`config.mk`:
```
export PLATFORM = sky130hd
export DESIGN_NAME = fcmi_host
export DESIGN_NICKNAME = d
export VERILOG_FILES = /design/src/rtl/fcmi_pkg.sv /design/src/rtl/fcmi_bus_if.sv /design/src/rtl/fcmi_cycle.sv /design/src/rtl/fcmi_host.sv
export SDC_FILE = /design/constraint.sdc
export NUM_CORES = 1
export LEC_CHECK = 0
export BUFFER_PORTS_ARGS = -buffer_cell sky130_fd_sc_hd__buf_2
export CAP_MARGIN = 40
export CELL_PAD_IN_SITES_DETAIL_PLACEMENT = 2
export CELL_PAD_IN_SITES_GLOBAL_PLACEMENT = 2
export CORE_ASPECT_RATIO = 0.7
export CORE_MARGIN = 2
export CORE_UTILIZATION = 25
export DETAILED_ROUTE_END_ITERATION = 8
export PLACE_DENSITY_LB_ADDON = 0.1
export SLEW_MARGIN = 0
export SYNTH_ARGS = -nofsm -noshare
export SYNTH_HDL_FRONTEND = slang
export SYNTH_SLANG_ARGS = --single-unit
export TNS_END_PERCENT = 20
```
`constraint.sdc`:
```
create_clock -name clk_sys_in -period 2.92 [get_ports clk_sys_in]
set_input_delay 0.438 -clock clk_sys_in [delete_from_list [all_inputs] [get_ports clk_sys_in]]
set_output_delay 0.438 -clock clk_sys_in [all_outputs]
set_load 0.005 [all_outputs]
```
`src/rtl/fcmi_pkg.sv`:
```
// package: command codes, bus timing counts and modes of the flash command host
package fcmi_pkg;
  localparam int FCMI_ADDR_W = 21;
  localparam int FCMI_DATA_W = 16;
  localparam int FCMI_BANK_LSB = 18;
  localparam logic [FCMI_ADDR_W-1:0] FCMI_UNLOCK_A1 = 21'h000555;
  localparam logic [FCMI_ADDR_W-1:0] FCMI_UNLOCK_A2 = 21'h0002AA;
  localparam logic [FCMI_ADDR_W-1:0] FCMI_QUERY_SHORT_A = 21'h000055;
  localparam logic [7:0] FCMI_UNLOCK_D1 = 8'hAA;
  localparam logic [7:0] FCMI_UNLOCK_D2 = 8'h55;
  localparam logic [7:0] FCMI_CMD_PROG = 8'hA0;
  localparam logic [7:0] FCMI_CMD_ERASE = 8'h80;
  localparam logic [7:0] FCMI_CMD_ERASE_SECT = 8'h50;
  localparam logic [7:0] FCMI_CMD_ERASE_BLOCK = 8'h30;
  localparam logic [7:0] FCMI_CMD_ERASE_CHIP = 8'h10;
  localparam logic [7:0] FCMI_CMD_ID_ENTRY = 8'h90;
  localparam logic [7:0] FCMI_CMD_QUERY = 8'h98;
  localparam logic [7:0] FCMI_CMD_AREA_QUERY = 8'h88;
  localparam logic [7:0] FCMI_CMD_AREA_PROG = 8'hA5;
  localparam logic [7:0] FCMI_CMD_AREA_LOCK = 8'h85;
  localparam logic [7:0] FCMI_CMD_EXIT = 8'hF0;
  localparam logic [7:0] FCMI_TOGGLE_BIT = 8'h06;
  // bus phase times in ns and cycles at 25 MHz (least times round up)
  localparam int FCMI_CLK_NS = 40;
  localparam int FCMI_T_WP_NS = 40;
  localparam int FCMI_READ_CYCLE_NS = 70;
  localparam int FCMI_WP_CYC = (FCMI_T_WP_NS + FCMI_CLK_NS - 1) / FCMI_CLK_NS;
  localparam int FCMI_RC_CYC = (FCMI_READ_CYCLE_NS + FCMI_CLK_NS - 1) / FCMI_CLK_NS;
  localparam int FCMI_CNT_W = 4;
  typedef enum logic [2:0] {
    FCMI_OP_READ = 3'h0,
    FCMI_OP_PROG = 3'h1,
    FCMI_OP_ERASE = 3'h2,
    FCMI_OP_ID = 3'h3,
    FCMI_OP_QUERY = 3'h4,
    FCMI_OP_AREA = 3'h5,
    FCMI_OP_AREA_PROG = 3'h6,
    FCMI_OP_EXIT = 3'h7
  } fcmi_op_t;
  typedef enum logic [2:0] {
    FCMI_MODE_ARRAY = 3'h0,
    FCMI_MODE_ID = 3'h1,
    FCMI_MODE_QUERY = 3'h2,
    FCMI_MODE_AREA = 3'h3,
    FCMI_MODE_LOCKED = 3'h4
  } fcmi_mode_t;
endpackage

```
`src/rtl/fcmi_bus_if.sv`:
```
// interface: one flash bus cycle between sequencer and pin driver
`timescale 1ns/1ps
interface fcmi_bus_if;
  logic start;
  logic wr;
  logic [20:0] addr;
  logic [15:0] wdata;
  logic done;
  logic [15:0] rdata;
  modport seq (output start, output wr, output addr, output wdata, input done, input rdata);
  modport pin (input start, input wr, input addr, input wdata, output done, output rdata);
endinterface

```
`src/rtl/fcmi_cycle.sv`:
```
// one asynchronous flash bus cycle: strobes, data drive and read capture
`timescale 1ns/1ps
module fcmi_cycle
  import fcmi_pkg::*;
(
  input wire logic clk_sys_in,
  input wire logic sys_rst_in,
  fcmi_bus_if.pin bus,
  output logic [FCMI_ADDR_W-1:0] addr_out,
  output logic [FCMI_DATA_W-1:0] dq_out,
  output logic dq_oe_out,
  input wire logic [FCMI_DATA_W-1:0] dq_in,
  output logic we_n_out,
  output logic oe_n_out,
  output logic ce_n_out
);
  typedef enum logic [1:0] {
    FCMI_CY_IDLE = 2'h0,
    FCMI_CY_STROBE = 2'h1,
    FCMI_CY_DONE = 2'h2
  } fcmi_cy_t;
  fcmi_cy_t st_reg, st_next;
  logic [FCMI_CNT_W-1:0] cnt_reg, cnt_next;
  logic wr_reg, wr_next;
  logic [FCMI_ADDR_W-1:0] a_reg, a_next;
  logic [FCMI_DATA_W-1:0] d_reg, d_next, rd_reg, rd_next;

  always_comb begin
    st_next = st_reg;
    cnt_next = cnt_reg;
    wr_next = wr_reg;
    a_next = a_reg;
    d_next = d_reg;
    rd_next = rd_reg;
    case (st_reg)
      FCMI_CY_IDLE: begin
        if (bus.start) begin
          st_next = FCMI_CY_STROBE;
          wr_next = bus.wr;
          a_next = bus.addr;
          d_next = bus.wdata;
          cnt_next = bus.wr ? FCMI_CNT_W'(FCMI_WP_CYC) : FCMI_CNT_W'(FCMI_RC_CYC);
        end
      end
      FCMI_CY_STROBE: begin
        if (cnt_reg <= 4'h1) begin
          st_next = FCMI_CY_DONE;
          rd_next = dq_in;
        end else begin
          cnt_next = cnt_reg - 4'h1;
        end
      end
      FCMI_CY_DONE: st_next = FCMI_CY_IDLE;
      default: st_next = FCMI_CY_IDLE;
    endcase
  end

  always_ff @(posedge clk_sys_in) begin
    if (sys_rst_in) begin
      st_reg <= FCMI_CY_IDLE;
      cnt_reg <= 4'h0;
      wr_reg <= 1'b0;
      a_reg <= '0;
      d_reg <= '0;
      rd_reg <= '0;
    end else begin
      st_reg <= st_next;
      cnt_reg <= cnt_next;
      wr_reg <= wr_next;
      a_reg <= a_next;
      d_reg <= d_next;
      rd_reg <= rd_next;
    end
  end

  // write data latches on rising we_n at the end of the strobe phase;
  // ce_n stays low through done so it never rises together with we_n
  assign addr_out = a_reg;
  assign dq_out = d_reg;
  assign dq_oe_out = wr_reg && (st_reg != FCMI_CY_IDLE);
  assign we_n_out = !(wr_reg && st_reg == FCMI_CY_STROBE);
  assign oe_n_out = !(!wr_reg && st_reg == FCMI_CY_STROBE);
  assign ce_n_out = (st_reg == FCMI_CY_IDLE);
  assign bus.done = (st_reg == FCMI_CY_DONE);
  assign bus.rdata = rd_reg;

  a_strobe_one_dir: assert property (@(posedge clk_sys_in) disable iff (sys_rst_in)
    !(!we_n_out && !oe_n_out)) else $error("write and read strobes both active");
endmodule

```
`src/rtl/fcmi_host.sv`:
```
// top: host sequencer that issues guarded command sequences to the flash
`timescale 1ns/1ps
// Overview of operation
// - program always sent after two unlock writes, never alone
// - erase always sent as full six-write sequence
// - query entry by unlock pair then 98H at bank word 555H
// - query entry also by single 98H write at bank word 55H
// - query mode held until host sends exit command
// - user part written only by its own area program command
// - area program completion found by toggling bit, not complement bit
// - id area query by three writes ending 88H at 555H; left by exit
module fcmi_host
  import fcmi_pkg::*;
#(
  parameter int ADDR_W = FCMI_ADDR_W
)(
  input wire logic clk_sys_in,
  input wire logic sys_rst_in,
  input wire logic req_valid_in,
  output logic req_ready_out,
  input wire logic [2:0] req_op_in,
  input wire logic [ADDR_W-1:0] req_addr_in,
  input wire logic [FCMI_DATA_W-1:0] req_data_in,
  input wire logic [7:0] req_sub_in,
  output logic rsp_valid_out,
  output logic [FCMI_DATA_W-1:0] rsp_data_out,
  output logic rsp_busy_out,
  output logic [2:0] mode_out,
  output logic [2:0] mode_bank_out,
  output logic area_locked_out,
  output logic [ADDR_W-1:0] addr_out,
  output logic [FCMI_DATA_W-1:0] dq_out,
  output logic dq_oe_out,
  input wire logic [FCMI_DATA_W-1:0] dq_in,
  output logic we_n_out,
  output logic oe_n_out,
  output logic ce_n_out,
  input wire logic ready_in
);
  initial begin
    if (ADDR_W != FCMI_ADDR_W) $error("address width must match the flash map");
  end

  typedef enum logic [2:0] {
    FCMI_ST_IDLE = 3'h0,
    FCMI_ST_ISSUE = 3'h1,
    FCMI_ST_WAIT = 3'h2,
    FCMI_ST_POLL = 3'h3,
    FCMI_ST_POLL_WAIT = 3'h4,
    FCMI_ST_RESP = 3'h5
  } fcmi_st_t;

  fcmi_bus_if bus ();

  fcmi_st_t st_reg, st_next;
  fcmi_op_t op_reg, op_next;
  logic [2:0] step_reg, step_next;
  logic [2:0] nsteps_reg, nsteps_next;
  logic [ADDR_W-1:0] a_reg, a_next;
  logic [FCMI_DATA_W-1:0] d_reg, d_next;
  logic [7:0] sub_reg, sub_next;
  logic [FCMI_DATA_W-1:0] rsp_reg, rsp_next;
  logic [FCMI_DATA_W-1:0] last_reg, last_next;
  logic first_poll_reg, first_poll_next;
  fcmi_mode_t mode_reg, mode_next;
  logic [2:0] bank_reg, bank_next;
  logic locked_reg, locked_next;
  logic [ADDR_W-1:0] wa;
  logic [FCMI_DATA_W-1:0] wd;

  // bank-relative command address: bank bits from the target, offset given
  function automatic logic [ADDR_W-1:0] bank_addr(input logic [ADDR_W-1:0] tgt,
                                                  input logic [ADDR_W-1:0] off);
    bank_addr = {tgt[ADDR_W-1:FCMI_BANK_LSB], off[FCMI_BANK_LSB-1:0]};
  endfunction

  // command byte sent in low lane, upper lane driven zero
  function automatic logic [FCMI_DATA_W-1:0] cmd(input logic [7:0] c);
    cmd = {8'h00, c};
  endfunction

  // step table: write address and data for each write of a sequence
  always_comb begin
    wa = bank_addr(a_reg, FCMI_UNLOCK_A1);
    wd = cmd(FCMI_UNLOCK_D1);
    // unlock pair precedes every guarded command
    if (step_reg == 3'h1 || step_reg == 3'h4) begin
      wa = bank_addr(a_reg, FCMI_UNLOCK_A2);
      wd = cmd(FCMI_UNLOCK_D2);
    end else if (step_reg == 3'h2) begin
      case (op_reg)
        FCMI_OP_PROG: wd = cmd(FCMI_CMD_PROG);
        // erase setup then second unlock pair and erase code
        FCMI_OP_ERASE: wd = cmd(FCMI_CMD_ERASE);
        FCMI_OP_ID: wd = cmd(FCMI_CMD_ID_ENTRY);
        // long query entry at bank word 555H
        FCMI_OP_QUERY: wd = cmd(FCMI_CMD_QUERY);
        // id area query ends with 88H at 555H
        FCMI_OP_AREA: wd = cmd(FCMI_CMD_AREA_QUERY);
        // user area only via its own program code
        FCMI_OP_AREA_PROG: wd = (sub_reg == FCMI_CMD_AREA_LOCK) ? cmd(FCMI_CMD_AREA_LOCK)
                                                               : cmd(FCMI_CMD_AREA_PROG);
        default: wd = cmd(FCMI_CMD_EXIT);
      endcase
    end else if (step_reg == 3'h3 && op_reg != FCMI_OP_ERASE) begin
      wa = a_reg;
      wd = d_reg;
    end else if (step_reg == 3'h5) begin
      wa = (sub_reg == FCMI_CMD_ERASE_CHIP) ? FCMI_UNLOCK_A1 : a_reg;
      wd = cmd(sub_reg);
    end
    // short query entry is one write of 98H at bank word 55H
    if (op_reg == FCMI_OP_QUERY && nsteps_reg == 3'h1) begin
      wa = bank_addr(a_reg, FCMI_QUERY_SHORT_A);
      wd = cmd(FCMI_CMD_QUERY);
    end
    // exit is a single write of the exit code
    if (op_reg == FCMI_OP_EXIT) begin
      wa = a_reg;
      wd = cmd(FCMI_CMD_EXIT);
    end
  end

  always_comb begin
    st_next = st_reg;
    op_next = op_reg;
    step_next = step_reg;
    nsteps_next = nsteps_reg;
    a_next = a_reg;
    d_next = d_reg;
    sub_next = sub_reg;
    rsp_next = rsp_reg;
    last_next = last_reg;
    first_poll_next = first_poll_reg;
    mode_next = mode_reg;
    bank_next = bank_reg;
    locked_next = locked_reg;
    bus.start = 1'b0;
    bus.wr = 1'b1;
    bus.addr = wa;
    bus.wdata = wd;
    case (st_reg)
      FCMI_ST_IDLE: begin
        if (req_valid_in) begin
          op_next = fcmi_op_t'(req_op_in);
          a_next = req_addr_in;
          d_next = req_data_in;
          sub_next = req_sub_in;
          step_next = 3'h0;
          st_next = FCMI_ST_ISSUE;
          case (fcmi_op_t'(req_op_in))
            FCMI_OP_READ: nsteps_next = 3'h0;
            FCMI_OP_ERASE: nsteps_next = 3'h6;
            FCMI_OP_PROG: nsteps_next = 3'h4;
            FCMI_OP_AREA_PROG: nsteps_next = (req_sub_in == FCMI_CMD_AREA_LOCK) ? 3'h4 : 3'h4;
            FCMI_OP_QUERY: nsteps_next = (req_sub_in == FCMI_CMD_QUERY) ? 3'h1 : 3'h3;
            FCMI_OP_EXIT: nsteps_next = 3'h1;
            default: nsteps_next = 3'h3;
          endcase
          // programs into a locked user area are refused here
          if (fcmi_op_t'(req_op_in) == FCMI_OP_AREA_PROG && locked_reg) begin
            st_next = FCMI_ST_RESP;
            rsp_next = 16'hFFFF;
          end
          // no exit while an internal operation still runs
          if (fcmi_op_t'(req_op_in) == FCMI_OP_EXIT && !ready_in) begin
            st_next = FCMI_ST_RESP;
            rsp_next = 16'hFFFF;
          end
        end
      end
      FCMI_ST_ISSUE: begin
        bus.start = 1'b1;
        bus.wr = (step_reg < nsteps_reg);
        if (!bus.wr) begin
          bus.addr = a_reg;
        end
        st_next = FCMI_ST_WAIT;
      end
      FCMI_ST_WAIT: begin
        if (bus.done) begin
          if (step_reg < nsteps_reg) begin
            step_next = step_reg + 3'h1;
            if (step_reg + 3'h1 == nsteps_reg) begin
              if (op_reg == FCMI_OP_PROG || op_reg == FCMI_OP_ERASE ||
                  op_reg == FCMI_OP_AREA_PROG) begin
                st_next = FCMI_ST_POLL;
                first_poll_next = 1'b1;
              end else if (op_reg == FCMI_OP_READ) begin
                st_next = FCMI_ST_ISSUE;
              end else begin
                st_next = FCMI_ST_RESP;
                // mode applies only to the targeted bank
                bank_next = a_reg[FCMI_BANK_LSB +: 3];
                case (op_reg)
                  FCMI_OP_ID: mode_next = FCMI_MODE_ID;
                  // query mode held until an exit
                  FCMI_OP_QUERY: mode_next = FCMI_MODE_QUERY;
                  FCMI_OP_AREA: mode_next = FCMI_MODE_AREA;
                  default: mode_next = FCMI_MODE_ARRAY;
                endcase
              end
            end else begin
              st_next = FCMI_ST_ISSUE;
            end
          end else begin
            rsp_next = bus.rdata;
            st_next = FCMI_ST_RESP;
          end
        end
      end
      FCMI_ST_POLL: begin
        // completion seen by the toggling bit only
        bus.start = 1'b1;
        bus.wr = 1'b0;
        bus.addr = a_reg;
        st_next = FCMI_ST_POLL_WAIT;
      end
      FCMI_ST_POLL_WAIT: begin
        if (bus.done) begin
          last_next = bus.rdata;
          // two equal toggling bits in a row mean the operation ended
          if (!first_poll_reg && bus.rdata[FCMI_TOGGLE_BIT[3:0]] ==
              last_reg[FCMI_TOGGLE_BIT[3:0]]) begin
            rsp_next = bus.rdata;
            st_next = FCMI_ST_RESP;
            if (op_reg == FCMI_OP_AREA_PROG && sub_reg == FCMI_CMD_AREA_LOCK) begin
              locked_next = 1'b1;
            end
          end else begin
            st_next = FCMI_ST_POLL;
          end
          first_poll_next = 1'b0;
        end
      end
      FCMI_ST_RESP: st_next = FCMI_ST_IDLE;
      default: st_next = FCMI_ST_IDLE;
    endcase
  end

  always_ff @(posedge clk_sys_in) begin
    if (sys_rst_in) begin
      st_reg <= FCMI_ST_IDLE;
      op_reg <= FCMI_OP_READ;
      step_reg <= 3'h0;
      nsteps_reg <= 3'h0;
      a_reg <= '0;
      d_reg <= '0;
      sub_reg <= 8'h00;
      rsp_reg <= '0;
      last_reg <= '0;
      first_poll_reg <= 1'b0;
      mode_reg <= FCMI_MODE_ARRAY;
      bank_reg <= 3'h0;
      locked_reg <= 1'b0;
    end else begin
      st_reg <= st_next;
      op_reg <= op_next;
      step_reg <= step_next;
      nsteps_reg <= nsteps_next;
      a_reg <= a_next;
      d_reg <= d_next;
      sub_reg <= sub_next;
      rsp_reg <= rsp_next;
      last_reg <= last_next;
      first_poll_reg <= first_poll_next;
      mode_reg <= mode_next;
      bank_reg <= bank_next;
      locked_reg <= locked_next;
    end
  end

  fcmi_cycle u_cycle (
    .clk_sys_in(clk_sys_in),
    .sys_rst_in(sys_rst_in),
    .bus(bus.pin),
    .addr_out(addr_out),
    .dq_out(dq_out),
    .dq_oe_out(dq_oe_out),
    .dq_in(dq_in),
    .we_n_out(we_n_out),
    .oe_n_out(oe_n_out),
    .ce_n_out(ce_n_out)
  );

  assign req_ready_out = (st_reg == FCMI_ST_IDLE);
  assign rsp_valid_out = (st_reg == FCMI_ST_RESP);
  assign rsp_data_out = rsp_reg;
  assign rsp_busy_out = !ready_in;
  assign mode_out = mode_reg;
  assign mode_bank_out = bank_reg;
  assign area_locked_out = locked_reg;

  // command writes keep the upper byte at zero
  a_upper_byte_zero: assert property (@(posedge clk_sys_in) disable iff (sys_rst_in)
    (bus.start && bus.wr && step_reg != 3'h3) |-> bus.wdata[15:8] == 8'h00)
    else $error("command write with nonzero upper byte");
  // erase code only as the sixth write
  a_erase_six_writes: assert property (@(posedge clk_sys_in) disable iff (sys_rst_in)
    (st_reg == FCMI_ST_ISSUE && op_reg == FCMI_OP_ERASE && step_reg == 3'h5) |->
    bus.wdata[7:0] == sub_reg) else $error("erase code not on sixth write");
  // a locked area never leaves idle for a program
  a_locked_refuse: assert property (@(posedge clk_sys_in) disable iff (sys_rst_in)
    (st_reg == FCMI_ST_IDLE && req_valid_in && locked_reg &&
     req_op_in == FCMI_OP_AREA_PROG) |=> st_reg == FCMI_ST_RESP)
    else $error("program sent to locked area");
  // first write of a program is the first unlock word
  a_unlock_first: assert property (@(posedge clk_sys_in) disable iff (sys_rst_in)
    (st_reg == FCMI_ST_ISSUE && op_reg == FCMI_OP_PROG && step_reg == 3'h0) |->
    bus.wdata[7:0] == FCMI_UNLOCK_D1) else $error("program without unlock");
  // exit while flash busy is answered as refused
  a_exit_refused: assert property (@(posedge clk_sys_in) disable iff (sys_rst_in)
    (st_reg == FCMI_ST_IDLE && req_valid_in && !ready_in &&
     req_op_in == FCMI_OP_EXIT) |=> (st_reg == FCMI_ST_RESP && rsp_reg == 16'hFFFF))
    else $error("exit sent while flash busy");
endmodule

```
After elaboration in Yosys (flattened, before gate mapping)

Index checks and enable logic that the tools add are counted.

Register bits after elaboration: 148
Output and inout port bits: 67

Add/sub/neg operators: 2
$lt $le $gt $ge: 2
Equality and inequality tests: 43
Muxes and demuxes: 58
Bitwise gates (word level): 2
Reductions and logical operators: 40

Operator list:

| cell                                                | number |
|---|---|
| two-way mux 16 bit                                  | 12 |
| two-way mux 21 bit                                  | 8 |
| case mux 16 bit (3 select lines)                    | 1 |
| case mux 21 bit (2 select lines)                    | 1 |
| case mux 7 bit (6 select lines)                     | 1 |
| two-way mux 3 bit                                   | 13 |
| equality test 3 bit, second input constant          | 11 |
| case mux 3 bit (5 select lines)                     | 2 |
| equality test 3 x 2 -> 1 bit, second input constant | 7 |
| inequality test 2 bit, second input constant        | 9 |
| equality test 8 bit, second input constant          | 2 |
| equality test 3 x 1 -> 1 bit, second input constant | 5 |
| AND reduction 6 bit                                 | 2 |
| AND reduction 2 bit                                 | 5 |
| logical AND 1 bit                                   | 9 |
| zero test 3 bit                                     | 3 |
| equality test 8 x 5 -> 1 bit, second input constant | 1 |
| two-way mux 2 bit                                   | 4 |
| two-way mux 4 bit                                   | 2 |
| two-way mux 8 bit                                   | 1 |
| case mux 4 bit (2 select lines)                     | 1 |
| AND reduction 4 bit                                 | 2 |
| nonzero test 2 bit                                  | 4 |
| AND reduction 7 bit                                 | 1 |
| 24 further kinds                                    | 40 |

Logic depth before layout (Yosys ltp)

Gate-level depths: netlist of run 1.

Depth in word-level cells: 10
Depth in mapped cells: 9
Depth with buffers taken out: 7

Cells and area by module

From an unflattened synthesis of run 1, not the netlist that was laid out.

Cell total of the unflattened synthesis: 792
Area, all modules: 6369.9 µm²

Modules (own cells, without submodules):

| module     | instances | cells an instance | area an instance (µm²) | sequential area each (µm²) |
|---|---|---|---|---|
| fcmi_host  | 1         | 533               | 4115.2                 | 1621.6 |
| fcmi_cycle | 1         | 259               | 2254.7                 | 1201.2 |

Worst setup path after synthesis of run 1

No wires, ideal clock.

Path type: reg-to-reg
From: register nsteps_reg[2]
To: register u_cycle.a_reg[18] (netlist: u_cycle.addr_out[18])
Library setup time: 117 ps
Data arrival time: 2114 ps
Path slack: 688 ps
Stages on the path, launching flop included: 9
Buffers on the path: 1
Clock period less this slack: 2232 ps
Cell sequence: dfxtp_1 -> inv_1 -> ha_1 -> a21oi_1 -> and2_1 -> clkbuf_1 -> nand3_1 -> or4_4 -> a32o_1

Longest elaborated chain between the ends: 6

RTL lines:

| what                               | line             | source |
|---|---|---|
| start, declared                    | fcmi_host.sv:58  | `logic [2:0] nsteps_reg, nsteps_next;` |
| start signal, assigned             | fcmi_host.sv:260 | `nsteps_reg <= nsteps_next;` |
| equality test 3 x 1 -> 1 bit       | fcmi_host.sv:113 | `if (op_reg == FCMI_OP_QUERY && nsteps_reg == 3'h1) begin` |
| logical AND 1 bit                  | fcmi_host.sv:113 |  |
| two-way mux 21 bit                 | fcmi_host.sv:113 |  |
| two-way mux 21 bit                 | fcmi_host.sv:118 | `if (op_reg == FCMI_OP_EXIT) begin` |
| two-way mux 21 bit                 | fcmi_host.sv:175 | `if (!bus.wr) begin` |
| case mux 21 bit (2 select lines) * | fcmi_host.sv:142 | `case (st_reg)` |
| end signal, assigned               | fcmi_cycle.sv:70 | `a_reg <= a_next;` |
| end, declared                      | fcmi_cycle.sv:25 | `logic [FCMI_ADDR_W-1:0] a_reg, a_next;` |

Every way passes the cells marked *; elsewhere a longest branch is shown, timed or not.
A chain may end at the register's enable or synchronous reset.

Final worst setup path of run 1

From: register op_reg[1]
To: register u_cycle.a_reg[7] (netlist: u_cycle.addr_out[7])

Longest elaborated chain between the ends: 9

RTL lines:

| what                               | line             | source |
|---|---|---|
| start, declared                    | fcmi_host.sv:56  | `fcmi_op_t op_reg, op_next;` |
| start signal, assigned             | fcmi_host.sv:258 | `op_reg <= op_next;` |
| inequality test 3 x 2 -> 1 bit     | fcmi_host.sv:105 | `end else if (step_reg == 3'h3 && op_reg != FCMI_OP_ERASE) begin` |
| logical AND 1 bit                  | fcmi_host.sv:105 |  |
| two-way mux 21 bit                 | fcmi_host.sv:105 |  |
| two-way mux 21 bit                 | fcmi_host.sv:90  | `end else if (step_reg == 3'h2) begin` |
| two-way mux 21 bit                 | fcmi_host.sv:87  | `if (step_reg == 3'h1 \|\| step_reg == 3'h4) begin` |
| two-way mux 21 bit                 | fcmi_host.sv:113 |  |
| two-way mux 21 bit *               | fcmi_host.sv:118 |  |
| two-way mux 21 bit                 | fcmi_host.sv:175 |  |
| case mux 21 bit (2 select lines) * | fcmi_host.sv:142 |  |

Marks and branches as above.

==> results.txt, run 1 <==
Clock power frac = 40.5%
WHS = 0.244 ns
Gr usage total = 18.2%
Cells after Synth = 699
Vias per cell = 4.90
Leading cell type in the layout, fill and taps excluded = nand2_1
Synth Warn # = 0
Worst slew pin tran = 0.749 ns
Leakage = 3.15 nW
Storage element area = 2820 um2
Min-delay worst type = in2reg
Residual DRC count = 0
Largest cells by area after synthesis = dfxtp_1, nand2_1, a21oi_1
Combinational Power Share = 17.8%
Mean routed wirelength per cell = 19.2 um
Skew-Pair Late Insertion Delay = 0.43 ns
GRT Residual Overflow = 0
Vias in the first global route = 6200
Setup-violating endpoint count in the final report = 0
First drt pass iteration count = 4
Sequential share of the synthesized area = 47.3%
Post_cts resized = 0
ANT nets after route = 0
Reg2Reg Depth = 6
# rows = 47
First-pass GRT wire length = 35700 um
Synth Register Bits = 141
Tot Pwr = 5.44 mW
Reg2Reg Capture Point = u_cycle.addr_out[7]
Startpoint types = flop
Fin crit share = 91.9%
Sw Share = 31.8%
N_diodes = 0
# IOs = 135
Vias after detailed routing = 5647
Crit path arrival time = 2.97 ns
CP required = 3.21 ns
Sequential share of power = 41.6%
CTS Hold Bufs = 0
Ys async rst share = 0%
Status = complete, no violations
Routability-driven placement congestion ratio = 0.783
Initial drt markers = 302
CTS Sinks = 141
TritonCTS Buffers = 17
CP max FO = 14
Syn_nets = 777
Hold wc startpoint = dq_in[8]
Final wirelength = 22100 um
Fill cells = 2713
Initial Utilization = 25.4%
Worst Hold Endpoint = u_cycle.bus.rdata[8]
Critical R2R Launch = op_reg[1]
Die area = 25100 um2
Nets@finish = 899
Synth top area share = 47.3%
CTS clk-pin slew, worst paths = 0.07 ns
Worst hold stages = 3
Top FF cell, synth = dfxtp_1
Post-synth EDFFs = 0
Highest clock rate = 373 MHz
Commonest non-fill, non-tap cells in the layout = nand2_1, dfxtp_1, buf_2
CP Class = reg2reg
Max-cap violations = 0
Setup TNS = 0 ns
Net Switching = 1.73 mW
Cell area after synthesis = 5970 um2
Final HPWL DP = 16300 um
Layout Area Growth over Synthesis = 27.2%
Cell variety after synth = 65
Initial antenna violation count = 3
TritonCTS clock tree = done
CP Capture Type = flop
DIE HEIGHT = 133 um
Cell Pwr Density = 717 nW/um2
Clock Tree Buf Depth = 2
Die width = 189 um
Final min period = 2.68 ns
H-tree levels = 4
Fraction of layout instances using a drive strength above 1 = 26.7%
Internal Pwr Total = 3.71 mW
Skew final = 0.0101 ns
RSZ-0062 raised after global routing = no
VDD IR max = 0.398 mV
Final-report hold violation count = 0
Root Driver = clkbuf_16
Headroom to the max-slew limit = 50.1%
I/O Buffers = 133
Synth area leader = dfxtp_1
Post-CTS Setup Repair Bufs = 0
Multi-input combinational cell area = 2900 um2
Worst reg-to-reg setup slack = 0.24 ns
Core area = 23500 um2
Avg Inst Size Synth = 8.54 um2
Maximum number of pins on one net before global-route repair = 61
Max Slew Vio Count = 0
worst max path at each step:
stage / depth (start not counted) / slack [ns] / to / startpoint
after floorplan: 8 / 0.69 / u_cycle.addr_out[18] / nsteps_reg[2]
after global placement: 6 / 0.39 / u_cycle.addr_out[7] / op_reg[1]
after detailed placement: 6 / 0.31 / u_cycle.addr_out[19] / step_reg[2]
after CTS: 6 / 0.30 / u_cycle.addr_out[7] / op_reg[1]
after global routing: 6 / 0.11 / u_cycle.addr_out[7] / op_reg[1]
final: 6 / 0.24 / u_cycle.addr_out[7] / op_reg[1]
worst max-delay path, stage by stage, from the launching register on:
cell	delay (ns)
dfxtp_1	0.60
or3b_1	0.48
nand2_1	0.43
o221ai_1	0.26
a211oi_1	0.49
buf_4	0.22
nor3_1	0.05
synth_stat cells, types with 4 or more instances:
| master | instances |
|---|---|
| nor2_1 | 35 |
| o21ai_0 | 17 |
| a22o_1 | 14 |
| xor2_1 | 4 |
| nand3_1 | 7 |
| inv_1 | 13 |
| buf_2 | 4 |
| dfxtp_1 | 141 |
| a21oi_1 | 90 |
| or3_1 | 5 |
| a32o_1 | 4 |
| o31ai_1 | 5 |
| and3_1 | 4 |
| clkbuf_1 | 41 |
| nor2b_1 | 8 |
| o221a_2 | 22 |
| ha_1 | 10 |
| o22ai_1 | 4 |
| nor3_1 | 18 |
| nand2_1 | 160 |
| a211oi_1 | 6 |
| buf_4 | 4 |
| a211o_1 | 4 |
| nand2b_1 | 6 |
| mux2i_1 | 7 |
layout make-up:
class | instances | share of cell area, %
clock buffers | 17 | 5.60
flip-flops and latches | 141 | 37.2
multi-input cells | 494 | 38.2
clock inverters | 15 | 2.26
repair buffers | 154 | 10.9
inverters | 13 | 0.643
well taps | 318 | 5.24
power groups by stage:
stage | clock network, mW | registers, mW | logic [mW]
2_1_floorplan | 0 | 2.26 | 0.595
3_3_place_gp | 0 | 2.30 | 0.948
3_5_place_dp | 0 | 2.31 | 0.987
4_1_cts | 2.28 | 2.27 | 0.994
5_1_grt | 2.37 | 2.29 | 1.10
6_report | 2.21 | 2.26 | 0.971
metal layers:
metal	track usage (%)	part of all wire, %	vias to the layer above
met5	0	0.15	-
met4	4.04	0.77	6
met3	5.53	5.0	18
met2	28.8	45	84
met1	24.5	49	2818
li1	-	-	2721
stage by stage:
stage	instances	area [um2]	util [%]	setup WS [ns]
3_3_place_gp	1119	6990	29.7	0.389
2_1_floorplan	699	5970	-	0.688
4_1_cts	1152	7590	32.3	0.295
6_report	1152	7590	32.3	0.236
3_5_place_dp	1120	6990	29.7	0.313
5_1_grt	1152	7590	32.3	0.114
cells by family after synthesis:
family / share of synthesized area, %
AND/OR/NAND/NOR: 20.7
AO/OA/AOI/OAI: 22.9
flip-flops: 47.3
buffers and inverters: 4.36
adder cells (fa/ha/maj): 2.10
multiplexers: 1.74
XOR/XNOR: 0.880
other: 0.0628
No activity file was read; power rests on OpenSTA's default activity.
==> run 2: changes to the inputs <==
Settings changed: CORE_UTILIZATION 25 to 32.
==> run 2 against run 1 <==
The run now ends with DRC left; routed wire length is 4.1% lower; via count is 0.64% higher; worst hold slack better by 0.00093 ns; largest power group unchanged.
==> results.txt, run 2 (synthesis gave the netlist of run 1 again) <==
Die width = 167 um (was 189 um)
CTS Hold Bufs = 0 (unchanged)
Die area = 19800 um2 (was 25100 um2)
Leakage = 3.14 nW (was 3.15 nW)
Worst path max stage delay = 0.67 ns (was 0.60 ns)
CP required = 3.28 ns (was 3.21 ns)
Vias per cell = 5.33 (was 4.90)
Reg2Reg Capture Point = u_cycle.addr_out[16] (was u_cycle.addr_out[7])
Initial drt markers = 322 (was 302)
Final min period = 2.65 ns (was 2.68 ns)
Non-filler cells in the finished layout = 1066 (was 1152)
Final-report hold violation count = 0 (unchanged)
CP max FO = 10 (was 14)
CTS clk-pin slew, worst paths = 0.07 ns (about the same)
Root Driver = clkbuf_16 (unchanged)
Mean routed wirelength per cell = 19.9 um (was 19.2 um)
# rows = 41 (was 47)
CP Class = reg2reg (unchanged)
Setup TNS = 0 ns (unchanged)
Nets@finish = 895 (was 899)
Fraction of layout instances using a drive strength above 1 = 26.3% (was 26.7%)
N_diodes = 0 (unchanged)
Routed length on met1 = 10500 um (was 10800 um)
Startpoint types = flop (unchanged)
First-pass GRT wire length = 34100 um (was 35700 um)
Residual DRC count = 3 (was 0)
ANT nets after route = 0 (unchanged)
Fill cells = 2064 (was 2713)
H-tree levels = 4 (unchanged)
Final HPWL DP = 15400 um (was 16300 um)
I/O Buffers = 133 (unchanged)
Met2 WL = 9620 um (was 9970 um)
Max Slew Vio Count = 0 (unchanged)
Leading cell type in the layout, fill and taps excluded = nand2_1 (unchanged)
Post-placement cell count = 1034 (was 1120)
Top Layer Used = met4 (was met5)
Maximum number of pins on one net before global-route repair = 52 (was 61)
Core area = 18200 um2 (was 23500 um2)
Highest clock rate = 377 MHz (was 373 MHz)
CP Capture Type = flop (unchanged)
Initial Utilization = 32.9% (was 25.4%)
Vias after detailed routing = 5683 (was 5647)
Fin crit share = 90.7% (was 91.9%)
Max-cap violations = 0 (unchanged)
Clock Tree Buf Depth = 2 (unchanged)
TritonCTS clock tree = done (unchanged)
Setup-violating endpoint count in the final report = 0 (unchanged)
Critical R2R Launch = step_reg[1] (was op_reg[1])
Final wirelength = 21200 um (was 22100 um)
Skew final = 0.0110 ns (was 0.0101 ns)
Min-delay worst type = in2reg (unchanged)
DIE HEIGHT = 118 um (was 133 um)
Reg2Reg Depth = 7 (was 6)
Worst hold stages = 3 (unchanged)
Hold wc startpoint = dq_in[7] (was dq_in[8])
Vias in the first global route = 6089 (was 6200)
Initial antenna violation count = 0 (was 3)
Headroom to the max-slew limit = 41.0% (was 50.1%)
Routability-driven placement congestion ratio = 0.818 (was 0.783)
GRT Residual Overflow = 0 (unchanged)
Cell Pwr Density = 731 nW/um2 (was 717 nW/um2)
TritonCTS Buffers = 17 (unchanged)
Skew-Pair Late Insertion Delay = 0.42 ns (was 0.43 ns)
Post_cts resized = 0 (unchanged)
Routed met3 length = 787 um (was 1110 um)
Layout Area Growth over Synthesis = 25.2% (was 27.2%)
First drt pass iteration count = 6 (was 4)
Violated checks = DRC
Worst slew pin tran = 0.881 ns (was 0.749 ns)
Worst reg-to-reg setup slack = 0.27 ns (was 0.24 ns)
CTS Sinks = 141 (unchanged)
VDD IR max = 0.304 mV (was 0.398 mV)
Post-CTS Setup Repair Bufs = 0 (unchanged)
# IOs = 135 (unchanged)
Gr usage total = 21.8% (was 18.2%)
CP max stage cell = a31oi_1 (was dfxtp_1)
Status = finished, violations left (was complete, no violations)
RSZ-0062 raised after global routing = no (unchanged)
Worst path cell trace = inv_1, ha_1, mux2_2, a211oi_1, a21bo_2, a31oi_1, a22o_1 (was or3b_1, nand2_1, o221ai_1, a211oi_1, buf_4, nor3_1)
Crit path arrival time = 3.01 ns (was 2.97 ns)
Finished Core Util = 41.1% (was 32.3%)
Commonest non-fill, non-tap cells in the layout = nand2_1, dfxtp_1, buf_2 (unchanged)
Worst Hold Endpoint = u_cycle.bus.rdata[7] (was u_cycle.bus.rdata[8])
-- run 2: cell count changes in the layout (fill, tap and decap cells not counted) --
cell and change:
buf_4 -5, nand2_1 +1, clkinv_4 -1, inv_8 +2, buf_12 +1, clkinv_8 -2
clkinv_2 +2, nand2_2 -1, inv_6 -2, bufinv_16 +1
-- run 2: routing by layer --
layer  global-route usage, %  up-vias
li1                        -     2716
met4                    6.90        0
met3                    4.15       16
met5                       0        -
met1                    31.0     2836
met2                    33.4      115
-- run 2: metrics by stage --
stage          hold WS [ns]  setup WS [ns]  cell area [um2]  power, mW
5_1_grt               0.242         0.0897             7470       5.75
4_1_cts               0.227          0.304             7470       5.53
3_5_place_dp          0.452          0.310             6870       3.28
2_1_floorplan         0.432          0.688             5970       2.85
3_3_place_gp          0.441          0.495             6870       3.22
6_report              0.245          0.271             7470       5.46
-- run 2: cell type report --
cell class,instances,area [um2],share of cell area (%)
multi-input combinational,494,2900,38.8
tap,236,295,3.95
timing repair buffer,150,808,10.8
inverter,13,48.8,0.653
sequential,141,2820,37.8
clock inverter,15,175,2.34
clock buffer,17,425,5.69
-- run 2: worst max-delay path by stage --
stage	slack [ns]	start	endpoint	cells after the start
final	0.27	step_reg[1]	u_cycle.addr_out[16]	7
after global routing	0.09	step_reg[1]	u_cycle.dq_out[15]	6
after CTS	0.30	nsteps_reg[2]	u_cycle.addr_out[20]	7
after detailed placement	0.31	nsteps_reg[2]	u_cycle.addr_out[20]	7
after global placement	0.50	nsteps_reg[2]	u_cycle.addr_out[20]	7
after floorplan	0.69	nsteps_reg[2]	u_cycle.addr_out[18]	8
-- run 2: where the power goes --
part / total [mW] / switching (mW) / internal (mW)
clock network: 2.23 / 0.942 / 1.29
logic: 0.958 / 0.588 / 0.371
registers: 2.27 / 0.156 / 2.12
-- run 2: worst max-delay path: cells and delay by family, from the launching register on --
kind	cells	cell delay (ns)
AO/OA/AOI/OAI	4	1.38
adder cells (fa/ha/maj)	1	0.31
buffers and inverters	1	0.11
flip-flops	1	0.44
multiplexers	1	0.34
